`src/logic/tcr_pkg.sv`:
```
`default_nettype none
package tcr_pkg;

  // ----------------------------------------
  // Register map (bus register addresses)
  // ----------------------------------------
  localparam logic [5:0]  TCR_CAP_ADDR        = 6'h08;
  localparam logic [5:0]  TCR_RESULT_ADDR     = 6'h09;

  // ----------------------------------------
  // Capabilities word fields
  // ----------------------------------------
  localparam logic [2:0]  TCR_CAP_RESOLUTION  = 3'h1;    // One step is 0.5 degC
  localparam logic [2:0]  TCR_CAP_BIT_COUNT   = 3'h1;    // Ten significant bits
  localparam logic        TCR_CAP_SIGNED      = 1'h1;
  localparam logic        TCR_CAP_WIDTH_FLAG  = 1'h0;    // Sixteen-bit readout
  localparam logic        TCR_CAP_INTERNAL    = 1'h1;
  localparam logic [2:0]  TCR_CAP_REMOTES     = 3'h2;
  localparam logic [3:0]  TCR_CAP_RESERVED    = 4'h0;
  localparam logic [15:0] TCR_CAP_VALUE       = 16'h0549;

  // ----------------------------------------
  // Result word layout
  // ----------------------------------------
  localparam int          TCR_TEMP_LSB        = 6;
  localparam int          TCR_TEMP_WIDTH      = 10;
  localparam int          TCR_INDEX_LSB       = 2;
  localparam int          TCR_ERROR_BIT       = 1;
  localparam logic [9:0]  TCR_FAULT_CODE      = 10'h200; // Minus 256 degC
  localparam logic [15:0] TCR_RESULT_RESET    = 16'h0000;

  // ----------------------------------------
  // Sensors
  // ----------------------------------------
  localparam logic [1:0]  TCR_LOCAL_INDEX     = 2'h0;
  localparam logic [1:0]  TCR_SENSOR_COUNT    = 2'h3;

  // ----------------------------------------
  // Scan sequencer states, Gray coded
  // ----------------------------------------
  typedef enum logic [1:0] {
    TCR_SCAN_IDLE  = 2'b00,
    TCR_SCAN_START = 2'b01,
    TCR_SCAN_WAIT  = 2'b11
  } tcr_scan_state_type;

endpackage : tcr_pkg
`default_nettype wire

```
`src/logic/tcr_conv_if.sv`:
```
`timescale 1ns/1ps
`default_nettype none
interface tcr_conv_if;
  logic        start;
  logic [1:0]  sensor;
  logic        done;
  logic [9:0]  temp;
  logic        fault;
  logic        word_valid;
  logic [15:0] word;

  modport scan (output start, output sensor, input done);
  modport fmt  (input done, input temp, input fault, input sensor, output word_valid, output word);
  modport top  (input start, input sensor, output done, output temp, output fault,
                input word_valid, input word);
endinterface : tcr_conv_if
`default_nettype wire

```
`src/logic/tcr_scan.sv`:
```
`timescale 1ns/1ps
`default_nettype none
module tcr_scan
  import tcr_pkg::*;
(
  // Clock and reset
  input  wire logic       clk_in,
  input  wire logic       rst_b_in,
  // Scan control
  input  wire logic       run_in,
  input  wire logic [2:0] sensor_enable_in,
  // Conversion side
  tcr_conv_if.scan        conv
);

  typedef struct packed {
    tcr_scan_state_type state;
    logic [1:0]         idx;
  } tcr_scan_reg_type;

  tcr_scan_reg_type r;
  tcr_scan_reg_type next_r;

  // First enabled sensor at or after from, wrapping; msb flags a hit
  function automatic logic [2:0] tcr_pick(input logic [1:0] from, input logic [2:0] en);
    logic [2:0] s;
    logic [2:0] res;
    res = 3'h0;
    for (int k = 2; k >= 0; k--) begin
      s = {1'b0, from} + 3'(k);
      if (s >= {1'b0, TCR_SENSOR_COUNT}) begin
        s = s - {1'b0, TCR_SENSOR_COUNT};
      end
      if (en[s[1:0]]) begin
        res = {1'b1, s[1:0]};
      end
    end
    return res;
  endfunction : tcr_pick

  // Next-state: ascending round robin, skipping disabled sensors
  always_comb begin
    logic [2:0] pick;
    pick   = tcr_pick(r.idx, sensor_enable_in);
    next_r = r;
    case (r.state)
      TCR_SCAN_IDLE: begin
        if (run_in && pick[2]) begin
          next_r.idx   = pick[1:0];
          next_r.state = TCR_SCAN_START;
        end
      end
      TCR_SCAN_START: begin
        next_r.state = TCR_SCAN_WAIT;
      end
      TCR_SCAN_WAIT: begin
        // Index held until done so the result is tagged with its own sensor
        if (conv.done) begin
          next_r.idx   = (r.idx == TCR_SENSOR_COUNT - 2'h1) ? 2'h0 : r.idx + 2'h1;
          next_r.state = TCR_SCAN_IDLE;
        end
      end
      default: begin
        next_r.state = TCR_SCAN_IDLE;
      end
    endcase
    if (!rst_b_in) begin
      next_r.state = TCR_SCAN_IDLE;
      next_r.idx   = TCR_LOCAL_INDEX;
    end
  end

  // State register
  always_ff @(posedge clk_in) begin
    r <= next_r;
  end

  // Outputs
  assign conv.start  = (r.state == TCR_SCAN_START);
  assign conv.sensor = r.idx;

endmodule : tcr_scan
`default_nettype wire

```
`src/logic/tcr_format.sv`:
```
`timescale 1ns/1ps
`default_nettype none
module tcr_format
  import tcr_pkg::*;
(
  // Clock and reset
  input  wire logic clk_in,
  input  wire logic rst_b_in,
  // Conversion side
  tcr_conv_if.fmt   conv
);

  typedef struct packed {
    logic        valid;
    logic [15:0] word;
  } tcr_fmt_reg_type;

  tcr_fmt_reg_type r;
  tcr_fmt_reg_type next_r;

  // Pack one conversion into a single word so all fields move together
  always_comb begin
    logic        remote_fault;
    remote_fault = conv.fault && (conv.sensor != TCR_LOCAL_INDEX);
    next_r       = r;
    next_r.valid = conv.done;
    if (conv.done) begin
      next_r.word = 16'h0000;
      next_r.word[TCR_TEMP_LSB +: TCR_TEMP_WIDTH] =
        remote_fault ? TCR_FAULT_CODE : conv.temp;
      next_r.word[TCR_INDEX_LSB +: 2] = conv.sensor;
      next_r.word[TCR_ERROR_BIT]      = remote_fault;
    end
    if (!rst_b_in) begin
      next_r.valid = 1'b0;
      next_r.word  = TCR_RESULT_RESET;
    end
  end

  // State register
  always_ff @(posedge clk_in) begin
    r <= next_r;
  end

  assign conv.word_valid = r.valid;
  assign conv.word       = r.word;

endmodule : tcr_format
`default_nettype wire

```
`src/logic/tcr_temp_readout.sv`:
```
// Notes on behaviour
// - Capabilities bits 2-0 read 001, a half-degree step.
// - Capabilities bits 5-3 read 001, ten significant bits.
// - Capabilities bit 6 reads 1, signed two's complement data.
// - Capabilities bit 7 reads 0, sixteen-bit result register.
// - Capabilities bit 8 reads 1, on-die sensor present.
// - Capabilities bits 11-9 read 2, two remote sensors.
// - Capabilities is constant 0549h, top nibble zero, not writable.
// - Result bits 0 and 5-4 always read zero.
// - Error bit reads zero for local sensor results.
// - Error bit set for a faulted remote measurement, else clear.
// - A remote fault loads temperature code 200h.
// - Bits 3-2 carry the index of the sensor measured.
// - Index 0 is local, 1 and 2 are remotes.
// - Temperature sits left-justified in bits 15-6.
// - Reading the result clears new-result and overrun flags.
// - A result arriving unread overwrites and sets the overrun flag.
// - New-result flag sets on each store, holds until read.
// - Only enabled sensors are scanned, ascending, round robin.
`timescale 1ns/1ps
`default_nettype none
module tcr_temp_readout
  import tcr_pkg::*;
(
  // Clock and reset
  input  wire logic        clk_in,
  input  wire logic        rst_b_in,
  // Function control
  input  wire logic        function_enable_in,
  input  wire logic [2:0]  sensor_enable_in,
  // Converter handshake
  output logic             conv_start_out,
  output logic [1:0]       conv_sensor_out,
  input  wire logic        conv_done_in,
  input  wire logic [9:0]  conv_temp_in,
  input  wire logic        conv_fault_in,
  // Register read port from the bus engine
  input  wire logic        reg_rd_in,
  input  wire logic [5:0]  reg_addr_in,
  output logic [15:0]      rd_data_out,
  output logic             rd_valid_out,
  output logic             rd_unmapped_out,
  // Status towards the device status register
  output logic             temp_new_result_flag_out,
  output logic             temp_overrun_flag_out,
  output logic             function_event_out
);

  // ----------------------------------------
  // Internal carrier and submodules
  // ----------------------------------------
  tcr_conv_if conv ();

  assign conv.done  = conv_done_in;
  assign conv.temp  = conv_temp_in;
  assign conv.fault = conv_fault_in;

  tcr_scan u_scan (
    .clk_in           (clk_in),
    .rst_b_in         (rst_b_in),
    .run_in           (function_enable_in),
    .sensor_enable_in (sensor_enable_in),
    .conv             (conv.scan)
  );

  tcr_format u_format (
    .clk_in   (clk_in),
    .rst_b_in (rst_b_in),
    .conv     (conv.fmt)
  );

  // ----------------------------------------
  // State
  // ----------------------------------------
  typedef struct packed {
    logic [15:0] result;
    logic        new_flag;
    logic        overrun;
    logic        event_pulse;
    logic [15:0] rd_data;
    logic        rd_valid;
    logic        rd_unmapped;
  } tcr_top_reg_type;

  tcr_top_reg_type r;
  tcr_top_reg_type next_r;

  // Capabilities word assembled from its fields
  localparam logic [15:0] TCR_CAP_WORD = {TCR_CAP_RESERVED,
                                          TCR_CAP_REMOTES,
                                          TCR_CAP_INTERNAL,
                                          TCR_CAP_WIDTH_FLAG,
                                          TCR_CAP_SIGNED,
                                          TCR_CAP_BIT_COUNT,
                                          TCR_CAP_RESOLUTION};

  // Address match, shared by the read mux and the flag clear so both agree
  function automatic logic tcr_addr_hit(input logic [5:0] addr, input logic [5:0] reg_addr);
    return addr == reg_addr;
  endfunction : tcr_addr_hit

  // ----------------------------------------
  // Next-state logic
  // ----------------------------------------
  // A store in the same cycle as a read wins: the read consumes the old
  // word, the new one arrives unread, so new_flag stays set and no overrun.
  always_comb begin
    logic rd_result;
    logic store;
    rd_result          = reg_rd_in && tcr_addr_hit(reg_addr_in, TCR_RESULT_ADDR);
    store              = conv.word_valid;
    next_r             = r;
    next_r.rd_valid    = reg_rd_in;
    next_r.rd_unmapped = 1'b0;
    next_r.event_pulse = store;
    // Read decode; the data returned is the word before any same-cycle store
    if (reg_rd_in) begin
      if (tcr_addr_hit(reg_addr_in, TCR_CAP_ADDR)) begin
        next_r.rd_data = TCR_CAP_WORD;
      end else if (tcr_addr_hit(reg_addr_in, TCR_RESULT_ADDR)) begin
        next_r.rd_data = r.result;
      end else begin
        next_r.rd_data     = 16'h0000;
        next_r.rd_unmapped = 1'b1;
      end
    end
    // Whole-word load keeps fields of one conversion together
    if (store) begin
      next_r.result = conv.word;
    end
    // Flags: clear on read, set wins over clear
    if (rd_result) begin
      next_r.new_flag = 1'b0;
      next_r.overrun  = 1'b0;
    end
    if (store) begin
      next_r.new_flag = 1'b1;
      if (r.new_flag && !rd_result) begin
        next_r.overrun = 1'b1;
      end
    end
    if (!rst_b_in) begin
      next_r = '0;
      next_r.result = TCR_RESULT_RESET;
    end
  end

  // State register
  always_ff @(posedge clk_in) begin
    r <= next_r;
  end

  // ----------------------------------------
  // Outputs
  // ----------------------------------------
  assign conv_start_out           = conv.start;
  assign conv_sensor_out          = conv.sensor;
  assign rd_data_out              = r.rd_data;
  assign rd_valid_out             = r.rd_valid;
  assign rd_unmapped_out          = r.rd_unmapped;
  assign temp_new_result_flag_out = r.new_flag;
  assign temp_overrun_flag_out    = r.overrun;
  assign function_event_out       = r.event_pulse;

endmodule : tcr_temp_readout
`default_nettype wire

```
`config.mk`:
```
export PLATFORM = sky130hd
export DESIGN_NAME = tcr_temp_readout
export DESIGN_NICKNAME = d
export VERILOG_FILES = /design/src/logic/tcr_pkg.sv /design/src/logic/tcr_conv_if.sv /design/src/logic/tcr_scan.sv /design/src/logic/tcr_format.sv /design/src/logic/tcr_temp_readout.sv
export SDC_FILE = /design/constraint.sdc
export NUM_CORES = 1
export LEC_CHECK = 0
export ABC_AREA = 1
export ABC_CLOCK_PERIOD_IN_PS = 3200
export BUFFER_PORTS_ARGS = -buffer_cell sky130_fd_sc_hd__buf_2
export CAP_MARGIN = 20
export CORE_UTILIZATION = 35
export DETAILED_ROUTE_END_ITERATION = 8
export PLACE_DENSITY = 0.63
export SLEW_MARGIN = 20
export SYNTH_ARGS = -nofsm -noshare
export SYNTH_HDL_FRONTEND = slang
export SYNTH_SLANG_ARGS = --single-unit
```
`constraint.sdc`:
```
create_clock -name clk_in -period 3.2 [get_ports clk_in]
set_input_delay 0.32 -clock clk_in [delete_from_list [all_inputs] [get_ports clk_in]]
set_output_delay 0.32 -clock clk_in [all_outputs]
set_load 0.02 [all_outputs]
```
[Word level (Yosys, flattened, before mapping)]
Cells that the tools add are included.
Storage, ports and cells
  flip-flop bits (word level): 52
  bits in latches: 0
  RAM bits: 0
  ROM bits: 0
  input bits: 25
  output and inout port bits: 24
  memories: 0
Operators by class
  $add $sub $neg: 6
  multiply operators: 0
  div/mod/pow operators: 0
  magnitude comparators: 6
  eq/ne operators: 7
  shift-type cells: 0
  muxes and demuxes: 24
  bitwise gates (word level): 2
  reduce and logical (&&, ||, !) cells: 12
Operator list (number)
  two-way mux 16 bit: 2
  == test 6 x 4 -> 1 bit, second input constant: 2
  two-way mux 2 bit: 6
  two-way mux 10 bit: 1
  < comparator 2 x 3 -> 1 bit, second input constant: 3
  two-way mux 3 bit: 3
  two-way mux 4 bit: 2
  binary-select mux 1 bit (select 2 bit): 3
  greater-or-equal comparator 3 x 2 -> 1 bit, second input constant: 2
  one-hot mux 2 bit (3 select lines): 1
  nonzero test 2 bit: 3
  subtractor 2 bit, second input constant: 3
  two-way mux 1 bit: 5
  == test 2 bit, second input constant: 2
  logical AND 1 bit: 4
  one-hot mux 2 bit (2 select lines): 1
  adder 2 x 1 -> 3 bit, second input constant: 1
  adder 2 x 2 -> 3 bit, second input constant: 1
  AND reduction 3 bit: 1
  OR reduction 3 bit: 1
  adder 2 x 1 -> 2 bit, second input constant: 1
  == test 2 x 1 -> 1 bit, second input constant: 1
  greater-or-equal comparator 2 bit, second input constant: 1
  logical NOT 2 bit: 1
  5 further kinds: 6

[Depth between registers and ports, before layout]
Gate-level depths: netlist of the first run.
  depth after elaboration: 11
  depth in mapped cells: 14

[Modules after synthesis]
From an unflattened synthesis of the first run, not the netlist that was laid out.
Unflattened totals
  cells, all modules: 350
  area, all modules: 2567.5 µm²
By module, submodules not included
  tcr_temp_readout: instances 1, cells each 200, area each 1525.2 µm², seq. area each 740.7 µm²
  tcr_format: instances 1, cells each 66, area each 544.3 µm², seq. area each 280.3 µm²
  tcr_scan: instances 1, cells each 84, area each 498.0 µm², seq. area each 80.1 µm²

[Worst setup path after synthesis of the first run]
Ideal clock, no wire load.
  path type: reg-to-reg
  from: register u_scan.r (netlist bit u_scan.conv.sensor[0])
  to: register u_scan.r (netlist bit u_scan.conv.sensor[0])
  library setup time: 114 ps
  data arrival time: 1438 ps
  setup slack: 1649 ps
  stages on the path, launching flop included: 11
  path buffers: 0
  period minus slack after synthesis: 1551 ps
  cell sequence: dfxtp_1 > inv_1 > ha_1 > nand2_1 > nand2_4 > a21oi_4 > nand3_2 > nand3_2 > nand3_1 > nand2_1 > nor2_1
Between the ends
  cells in the longest elaborated chain, start to end: 11
  elaborated cells on any way between the ends: 29
  classes of those cells: 6 x add/sub; 3 x order compare; 2 x eq/ne; 16 x mux; 2 x reduce/logical
RTL lines
  start: declaration: RTL line tcr_scan.sv:21  | tcr_scan_reg_type r;
  start signal: assignment: RTL line tcr_scan.sv:75  | r <= next_r;
  adder 2 x 2 -> 3 bit: RTL line tcr_scan.sv:30  | s = {1'b0, from} + 3'(k);
  greater-or-equal comparator 3 x 2 -> 1 bit / subtractor 2 bit (equally long branches): RTL line tcr_scan.sv:31, tcr_scan.sv:32
  two-way mux 2 bit: RTL line tcr_scan.sv:31  | if (s >= {1'b0, TCR_SENSOR_COUNT}) begin
  binary-select mux 1 bit (select 2 bit): RTL line tcr_scan.sv:34  | if (en[s[1:0]]) begin
  two-way mux 1 bit (implied by the code): RTL line tcr_scan.sv:34
  two-way mux 3 bit (3 in series): RTL line tcr_scan.sv:34
  logical AND 1 bit: RTL line tcr_scan.sv:48  | if (run_in && pick[2]) begin
  inequality test 2 x 1 -> 1 bit (no line)
  AND reduction 3 bit (no line)
Several ways; a longest one is shown, not always the timed one. The select of a mux whose other input is x is not followed.
A chain may end at the register's enable or synchronous reset.

[Worst setup path after layout of the first run]
Ends and elaborated chain as after synthesis.

==> flow_summary.json, run 1 <==
{
  "status": "completed",
  "syn_to_final_growth_pct": 11.5,
  "min_period_ns": 1.72,
  "clockBufferDepth": 2,
  "cts_resized": 0,
  "finalSetupTns_ns": 0,
  "p_leak_nw": 1.21,
  "p_per_area_nw_per_um2": 611,
  "avgSynthCellArea_sq_um": 7.43,
  "worst_pin_slew_ns": 0.730,
  "port_buffers": 46,
  "num_vias": 1833,
  "path_cells": "inv_1 > ha_1 > inv_2 > nand2_2 > nand2_4 > a21oi_4 > nand3_2 > nand3_2 > nand3_1 > nand2_1 > nor2_1",
  "cts_buffers": 5,
  "die_y_microns": 81.7,
  "ant_nets": 0,
  "grtUsageTotal_pct": 14.0,
  "initial_utilization_pct": 36.9,
  "fp-row-count": 28,
  "die-area_sq_um": 6670,
  "detailedRoute.firstPassIterationCount": 4,
  "grt_pass1_wl_mm": 7.00,
  "cap_viol_max_count": 0,
  "drive_above_1_share_pct": 19.6,
  "syn_inst": 299,
  "wl_mm": 4.22,
  "clock_latency_ns": 0.31,
  "layout_setup_ws_ns": 1.48,
  "irDropWorstVdd_v": 0.000244,
  "cts_root_buf": "clkbuf_8",
  "cp_max_fo": 6,
  "syn-cell-area_sq_um": 2220,
  "setup_viol": 0,
  "cts.clk_slew.worst_paths_ns": 0.09,
  "place_hpwl_mm": 3.09,
  "grt_antenna_before_repair": 0,
  "grt_setup_unrepaired": "no",
  "overflow": 0,
  "cts_sinks": 50,
  "gp_congestion": 0.807,
  "start_kind": "register",
  "layout_commonest_cell": "nand2_1",
  "clock_skew_ns": 0.0103,
  "core_sq_um": 6030,
  "place_ws_ns": 1.42,
  "grt_pass1_vias": 1597,
  "antenna_cells": 0,
  "timing.fmax_mhz": 583,
  "cts_setup_buffers": 0,
  "grt_max_degree": 28,
  "cts_hold_buf": 0,
  "holdCritPathClass": "in -> reg",
  "die_x_microns": 81.7,
  "worstPathRequired_ns": 3.40,
  "cp_slowest_stage_delay_ns": 0.42,
  "htree_levels": 2,
  "slew_headroom_pct": 51.3,
  "wl_per_cell_microns": 10.5,
  "slew_viol_final": 0,
  "cp-end-kind": "register",
  "crit_slowest_cell": "ha_1",
  "layout_common_cells": "nand2_1, dfxtp_1, buf_2, inv_1, a21oi_1",
  "ys_ff_latch": 50,
  "fill_cells": 631,
  "drtIter0Drc": 85,
  "crit_type": "reg -> reg",
  "crit_top_cell": "nand3_2",
  "seq_area_frac_synth_pct": 45.1,
  "cp.arrival_ns": 1.92,
  "hold_violations": 0,
  "viasPerCell": 4.57,
  "drc": 0,
  "pin_count": 49,
  "nets": 355,
  "yosysWarnings": 0,
  "rrSetupSlack_ns": 1.48,
  "ys_types": 29,
  "finalCritPeriodShare_pct": 53.6,
  "cts_tree": "yes"
}
layout make-up:
| cell class | instances | area [sq um] | area share, % |
|---|---|---|---|
| Tap cell | 75 | 93.8 | 3.79 |
| Clock buffer | 5 | 68.8 | 2.78 |
| Timing Repair Buffer | 46 | 230 | 9.29 |
| Multi-Input combinational cell | 185 | 896 | 36.2 |
| Sequential cell | 50 | 1000 | 40.4 |
| Inverter | 37 | 139 | 5.61 |
| Clock inverter | 3 | 48.8 | 1.97 |
Yosys cell counts:
master | number | area, sq um
nand2_1 | 78 | 293
nand2_2 | 1 | 6.26
inv_1 | 33 | 124
o21ai_2 | 1 | 8.76
buf_4 | 19 | 143
dfxtp_1 | 50 | 1000
nand2_4 | 1 | 11.3
clkbuf_8 | 1 | 13.8
o211ai_1 | 3 | 22.5
nor2_1 | 25 | 93.8
o31ai_1 | 1 | 7.51
o21ai_0 | 20 | 100
buf_1 | 1 | 3.75
nor3_1 | 2 | 10.0
a211oi_1 | 2 | 15.0
a31o_2 | 1 | 8.76
a21oi_1 | 26 | 130
clkinv_1 | 2 | 7.51
inv_2 | 2 | 7.51
nor3b_2 | 1 | 12.5
a21oi_4 | 1 | 16.3
clkbuf_1 | 5 | 18.8
nand3_2 | 2 | 20.0
nand3_1 | 11 | 55.1
buf_2 | 2 | 10.0
conb_1 | 1 | 3.75
ha_1 | 5 | 62.6
o221ai_1 | 1 | 8.76
nand4_1 | 1 | 6.26
power by group:
| group | switching (W) | internal [W] | total (W) | leakage (nW) |
|---|---|---|---|---|
| clock | 0.000217 | 0.000238 | 0.000455 | 0.0563 |
| sequential | 0.0000267 | 0.000665 | 0.000691 | 0.410 |
| combinational | 0.000235 | 0.000133 | 0.000368 | 0.748 |
cell families (layout without fill, tap and decap cells):
| group | count (synthesis) | count (layout) | share of synthesized area, % |
|---|---|---|---|
| and+or+nand+nor | 122 | 122 | 22.9 |
| buffers and inverters | 65 | 91 | 14.8 |
| AOI/OAI and AO/OA | 56 | 56 | 14.3 |
| DFF | 50 | 50 | 45.1 |
| adders and majority gates | 5 | 5 | 2.82 |
| other | 1 | 2 | 0.169 |
worst paths after layout:
check	startpoint	end	cells past startpoint
max	u_scan.conv.sensor[0]	u_scan.conv.sensor[0]	11
min	conv_temp_in[1]	u_format.conv.word[7]	3
max reg2reg	u_scan.conv.sensor[0]	u_scan.conv.sensor[0]	11
min reg2reg	r[27]	r[27]	2
routing by layer:
| layer | GRT usage, % | routed length (microns) | vias up |
|---|---|---|---|
| met4 | 6.32 | 84 | 0 |
| met1 | 16.8 | 2010 | 826 |
| met3 | 3.89 | 206 | 5 |
| met2 | 23.1 | 1920 | 31 |
| li1 | - | - | 971 |
| met5 | 0 | 0 | - |
worst max-delay path: cells and delay by family (launching register included):
kind	cells	cell delay (ns)
fa+ha+maj	1	0.42
compound gates	1	0.13
buf+inv	2	0.19
simple gates	7	0.50
flops	1	0.39
state kept, by name (all words and copies together) (netlist names):
signal and flops:
u_format.conv.word 13, rd_unmapped_out 1, rd_valid_out 1, r 13, u_scan.r 2, temp_new_result_flag_out 1, temp_overrun_flag_out 1, rd_data_out 14
u_scan.conv.sensor 2, u_format.conv.word_valid 1, function_event_out 1
per-stage QoR:
stage	power [W]	area [sq um]	std cells	hold slack, ns	util [%]
after floorplan	0.00100	2220	300	0.432	-
after global placement	0.00107	2360	393	0.447	39.2
after detailed placement	0.00108	2360	393	0.453	39.2
after CTS	0.00154	2480	401	0.241	41.1
after global routing	0.00161	2480	401	0.236	41.1
final	0.00151	2480	401	0.252	41.1
(Power assumes the default switching activity.)
==> run 2, diff against run 1 <==
--- a/config.mk
+++ b/config.mk
@@ -5,8 +5,8 @@
 export SDC_FILE = /design/constraint.sdc
 export NUM_CORES = 1
 export LEC_CHECK = 0
-export ABC_AREA = 1
-export ABC_CLOCK_PERIOD_IN_PS = 3200
+export ABC_AREA = 0
+export ABC_CLOCK_PERIOD_IN_PS = 1800
 export BUFFER_PORTS_ARGS = -buffer_cell sky130_fd_sc_hd__buf_2
 export CAP_MARGIN = 20
 export CORE_UTILIZATION = 35
==> constraint.sdc (replaced) <==
create_clock -name clk_in -period 1.8 [get_ports clk_in]
set_input_delay 0.18 -clock clk_in [delete_from_list [all_inputs] [get_ports clk_in]]
set_output_delay 0.18 -clock clk_in [all_outputs]
set_load 0.02 [all_outputs]
==> flow_summary.json, run 2 <==
{
  "ys.flop_type": "dfxtp_1",
  "fin_cells": 352,
  "avgSynthCellArea_sq_um": 8.92,
  "combPwrFrac_pct": 14.6,
  "p_seq_share_pct": 55.4,
  "place_area_sq_um": 2370,
  "r2r-end": "u_scan.conv.sensor[0]",
  "timing.rr.start": "u_scan.conv.sensor[1]",
  "syn_inst": 243,
  "drive_above_1_share_pct": 28.9,
  "die_y_microns": 80.7,
  "grt_max_degree": 26,
  "overflow": 0,
  "layout_commonest_cell": "dfxtp_1",
  "min_period_ns": 1.75,
  "cts_tree": "yes",
  "setup_viol": 0,
  "nets": 306,
  "min_from": "reg_addr_in[3]",
  "cts_root_buf": "clkbuf_8",
  "ys_types": 37,
  "gp_congestion": 0.773,
  "layout_common_cells": "dfxtp_1, buf_2, nor2_1, a21oi_1, mux2i_1",
  "p_int_w": 0.00156,
  "power.switching_w": 0.000555,
  "yosysWarnings": 0,
  "synth_commonest_cells": "dfxtp_1, nor2_1, a21oi_1",
  "cts_sinks": 50,
  "holdCritPathClass": "in -> reg",
  "place_ws_ns": -0.0232,
  "synth-edff-count": 0,
  "slew_viol_final": 0,
  "final_area_sq_um": 2550,
  "cts.clk_slew.worst_paths_ns": 0.09,
  "start_kind": "register",
  "worstPathRequired_ns": 1.99,
  "ys_top_cells_by_area": "dfxtp_1, mux2i_1, nor2_1",
  "syn_to_final_growth_pct": 17.4,
  "placed_cells": 343,
  "multiInputGateArea_sq_um": 1010,
  "grt_antenna_before_repair": 0,
  "grt_pass1_wl_mm": 7.16,
  "layout_setup_ws_ns": 0.0513,
  "port_buffers": 46,
  "cp.arrival_ns": 1.94,
  "slew_headroom_pct": 66.5,
  "grtUsageTotal_pct": 14.3,
  "wl_per_cell_microns": 12.4,
  "cap_viol_max_count": 0,
  "cts_buffers": 5,
  "viasPerCell": 4.80,
  "htree_levels": 2,
  "initial_utilization_pct": 36.4,
  "cp_max_fo": 4,
  "cts_hold_buf": 0,
  "die-area_sq_um": 6510,
  "yosysTopAreaCellShare_pct": 46.2,
  "p_leak_nw": 1.08,
  "cp-end-kind": "register",
  "ys_ff_latch": 50,
  "ys_async_sr_fraction_pct": 0,
  "sw_frac_of_total_pct": 26.3,
  "core_sq_um": 5960,
  "antenna_cells": 0,
  "clock_skew_ns": 0.00679,
  "p_per_area_nw_per_um2": 829,
  "ff2ff_path_depth": 7,
  "syn-cell-area_sq_um": 2170,
  "irDropWorstVdd_v": 0.000387,
  "ant_nets": 0,
  "status": "completed",
  "die_x_microns": 80.7,
  "rrSetupSlack_ns": 0.05,
  "clock_latency_ns": 0.30,
  "register_area_sq_um": 1010,
  "finalCritPeriodShare_pct": 97.2,
  "crit_type": "reg -> reg",
  "largest_register_ffs": 14,
  "clockPowerShare_pct": 30.0,
  "fill_cells": 603,
  "drtIter0Drc": 76,
  "drc": 0,
  "holdPathEnd": "rd_unmapped_out",
  "hold_violations": 0,
  "worst_pin_slew_ns": 0.502,
  "hold_path_depth": 2,
  "clockBufferDepth": 2,
  "fp-row-count": 28,
  "num_vias": 1689,
  "place_hpwl_mm": 3.06,
  "utilization_pct": 42.8,
  "detailedRoute.firstPassIterationCount": 6,
  "wl_mm": 4.38,
  "pin_count": 49,
  "finalSetupTns_ns": 0,
  "synth_top_area_cell": "dfxtp_1",
  "synthMostInstantiatedCell": "dfxtp_1",
  "seq_area_frac_synth_pct": 46.2,
  "timing.fmax_mhz": 572,
  "grt_pass1_vias": 1592
}
==> run 2: changes by cell type after synthesis, moves of 3 or more <==
cell / change
clkbuf_1: +3
nor2_1: +16
nand3_1: -8
mux2i_1: +17
a21oi_1: -6
o21ai_0: -12
a22oi_1: +11
nand2_1: -69
nor2b_1: +10
and2_1: +4
inv_1: -24
==> run 2: timing repair <==
action                                  CTS  global route
pin swaps                                 0             2
endpoints found under the setup margin    1             2
cloned                                    0             0
gates resized for setup                   1            16
endpoints found under the hold margin     0             0
buffers inserted                          0             1
==> run 2: worst max-delay path by stage <==
stage	from	to	cells past startpoint
after floorplan	u_scan.conv.sensor[1]	u_scan.conv.sensor[0]	7
after global placement	u_scan.conv.sensor[1]	u_scan.conv.sensor[0]	7
after detailed placement	u_scan.conv.sensor[1]	u_scan.conv.sensor[0]	7
after CTS	u_scan.conv.sensor[1]	u_scan.conv.sensor[0]	7
after global routing	u_scan.conv.sensor[1]	u_scan.conv.sensor[0]	7
final	u_scan.conv.sensor[1]	u_scan.conv.sensor[0]	7
==> run 2: through the flow <==
step	hold WS, ns	total power (W)
final	0.0878	0.00211
after global routing	0.0919	0.00222
after CTS	0.0702	0.00212
after detailed placement	0.397	0.00148
after global placement	0.398	0.00147
after floorplan	0.293	0.00139
==> run 2: kinds of logic (layout without fill, tap and decap cells) <==
kind of cell	count (synthesis)	count (layout)	share of synthesized area, %
adders and majority gates	5	5	2.89
DFF	50	50	46.2
muxes	18	18	8.54
buffers and inverters	41	74	10.6
and+or+nand+nor	76	76	16.1
AOI/OAI and AO/OA	52	52	15.5
other	1	2	0.173
==> run 2: worst max-delay path, cell delays in order, from the launching register on <==
cell and delay [ns]:
dfxtp_4 0.37, buf_6 0.13, ha_4 0.16, mux2i_2 0.15, o21ai_1 0.17, a21oi_2 0.06, o31ai_2 0.29, mux2_4 0.32
==> run 2: cell type report <==
type                       count  area share (%)
inverter                      10            1.47
clock inverter                 3           0.835
sequential                    50            39.6
multi-input combinational    153            39.6
tap                           75            3.69
clock buffer                   5            2.70
timing repair buffer          56            12.1
==> run 2: routing by layer <==
metal | vias to the layer above | GRT usage, % | wire, microns
met5 | - | 0 | 0
met4 | 0 | 5.71 | 74
met3 | 6 | 4.32 | 172
met2 | 41 | 22.3 | 1990
met1 | 776 | 18.3 | 2140
li1 | 866 | - | -
==> run 2: power by group through the flow <==
| stage | Sequential, W | Clock [W] | Combinational [W] |
|---|---|---|---|
| 6_report | 0.00117 | 0.000633 | 0.000309 |
| 5_1_grt | 0.00117 | 0.000701 | 0.000342 |
| 4_1_cts | 0.00117 | 0.000665 | 0.000287 |
| 3_5_place_dp | 0.00119 | 0 | 0.000285 |
| 3_3_place_gp | 0.00119 | 0 | 0.000281 |
| 2_1_floorplan | 0.00120 | 0 | 0.000189 |
==> run 3, diff against run 2 <==
--- a/config.mk
+++ b/config.mk
@@ -5,7 +5,7 @@
 export SDC_FILE = /design/constraint.sdc
 export NUM_CORES = 1
 export LEC_CHECK = 0
-export ABC_AREA = 0
+export ABC_AREA = 1
 export ABC_CLOCK_PERIOD_IN_PS = 1800
 export BUFFER_PORTS_ARGS = -buffer_cell sky130_fd_sc_hd__buf_2
 export CAP_MARGIN = 20
==> flow_summary.json, run 3 (synthesis gave the netlist of run 1 again) <==
{
  "register_area_sq_um": 1000,
  "cts_setup_buffers": 0,
  "multiInputGateArea_sq_um": 923,
  "power_w": 0.00287,
  "wl_per_cell_microns": 10.6,
  "grt_antenna_before_repair": 0,
  "gp_congestion": 0.830,
  "finalCritPeriodShare_pct": 89.4,
  "fill_cells": 631,
  "nets": 360,
  "crit_slowest_cell": "dfxtp_1",
  "path_cells": "inv_2 > ha_4 > inv_2 > nand2_2 > nand2_4 > a21oi_4 > nand3_2 > nand3_2 > nand2_1 > nand2_1 > inv_1 > nor2_1",
  "worstPathRequired_ns": 2.04,
  "pin_count": 49,
  "wl_mm": 4.29,
  "drtIter0Drc": 97,
  "htree_levels": 2,
  "syn_to_final_growth_pct": 15.4,
  "grt_pass1_vias": 1597,
  "ant_nets": 0,
  "die_y_microns": 81.7,
  "holdCritPathClass": "in -> reg",
  "slew_viol_final": 0,
  "cts_root_buf": "clkbuf_8",
  "crit_type": "reg -> reg",
  "cp_max_fo": 6,
  "holdWs_ns": 0.117,
  "utilization_pct": 42.5,
  "cp_slowest_stage_delay_ns": 0.40,
  "finalSetupTns_ns": 0,
  "die_x_microns": 81.7,
  "cp.arrival_ns": 1.85,
  "layout_common_cells": "nand2_1, dfxtp_1, buf_2, inv_1, a21oi_1",
  "fp-row-count": 28,
  "cap_viol_max_count": 0,
  "grt_pass1_wl_mm": 7.07,
  "min_period_ns": 1.61,
  "cp-end-kind": "register",
  "die-area_sq_um": 6670,
  "setup_viol": 0,
  "grt_setup_unrepaired": "no",
  "hold_violations": 0,
  "grtUsageTotal_pct": 13.7,
  "status": "completed",
  "fin_cells": 406,
  "cts_tree": "yes",
  "irDropWorstVdd_v": 0.000398,
  "start_kind": "register",
  "cts.clk_slew.worst_paths_ns": 0.09,
  "cts_sinks": 50,
  "port_buffers": 46,
  "antenna_cells": 0,
  "overflow": 0,
  "num_vias": 1821,
  "place_hpwl_mm": 3.18,
  "timing.fmax_mhz": 621,
  "grt_max_degree": 27,
  "p_leak_nw": 1.25,
  "clock_latency_ns": 0.30,
  "detailedRoute.firstPassIterationCount": 4,
  "p_per_area_nw_per_um2": 1120,
  "placed_cells": 398,
  "drc": 0,
  "initial_utilization_pct": 36.9,
  "clockBufferDepth": 2,
  "cts_buffers": 5,
  "clock_skew_ns": 0.00494,
  "viasPerCell": 4.49,
  "largest_register_ffs": 14,
  "drive_above_1_share_pct": 22.7,
  "core_sq_um": 6030,
  "layout_commonest_cell": "nand2_1"
}
-- run 3: cell count changes in the layout (fill, tap and decap cells not counted), moves of 10 or more --
| cell | delta |
|---|---|
| o21ai_0 | +12 |
| nor2_1 | -16 |
| a22oi_1 | -11 |
| nor2b_1 | -10 |
| inv_1 | +24 |
| nand2_1 | +69 |
| mux2i_1 | -16 |
-- run 3: metal layers --
layer	vias to the layer above	routed length, microns	GRT usage (%)
met4	0	67	4.74
met5	-	0	0
li1	984	-	-
met3	6	174	3.00
met2	35	2050	22.9
met1	796	2000	17.3
-- run 3: worst max-delay path: cells and delay by family (launching register included) --
family                     cells  cell delay (ns)
AOI/OAI and AO/OA              1             0.13
buffers and inverters          3             0.19
and+or+nand+nor                7             0.51
DFF                            1             0.40
adders and majority gates      1             0.32
-- run 3: final cells by class --
class,count,area share (%)
sequential,50,39.1
tap,75,3.66
multi-input combinational,185,36.0
inverter,37,5.42
timing repair buffer,51,10.4
clock inverter,3,2.68
clock buffer,5,2.68
-- run 3: per-stage QoR --
step	worst slack, ns	cell area, sq um
CTS	0.0586	2530
finish	0.191	2560
global placement	0.169	2400
global route	0.00725	2560
detailed placement	0.0683	2400
floorplan	0.249	2220
-- run 3: power by group --
part           switching (W)  leakage [nW]  total, W  internal (W)
Combinational       0.000436         0.773  0.000713      0.000277
Sequential         0.0000510         0.410   0.00123       0.00118
Clock               0.000368        0.0683  0.000924      0.000556
Total               0.000855          1.25   0.00287       0.00202
-- run 3: final timing paths --
path | endpoint | cells past startpoint | startpoint | slack [ns]
worst min register to register | rd_data_out[1] | 2 | r[22] | 0.46
worst max register to register | u_scan.conv.sensor[1] | 12 | u_scan.conv.sensor[1] | 0.19
worst min-delay path | rd_valid_out | 3 | reg_rd_in | 0.12
worst max-delay path | u_scan.conv.sensor[1] | 12 | u_scan.conv.sensor[1] | 0.19
-- run 3: repair_timing --
action                                  CTS  global route
resized for setup                         0             8
hold buffers                              0             0
endpoints found under the setup margin    0             2
endpoints found under the hold margin     0             0
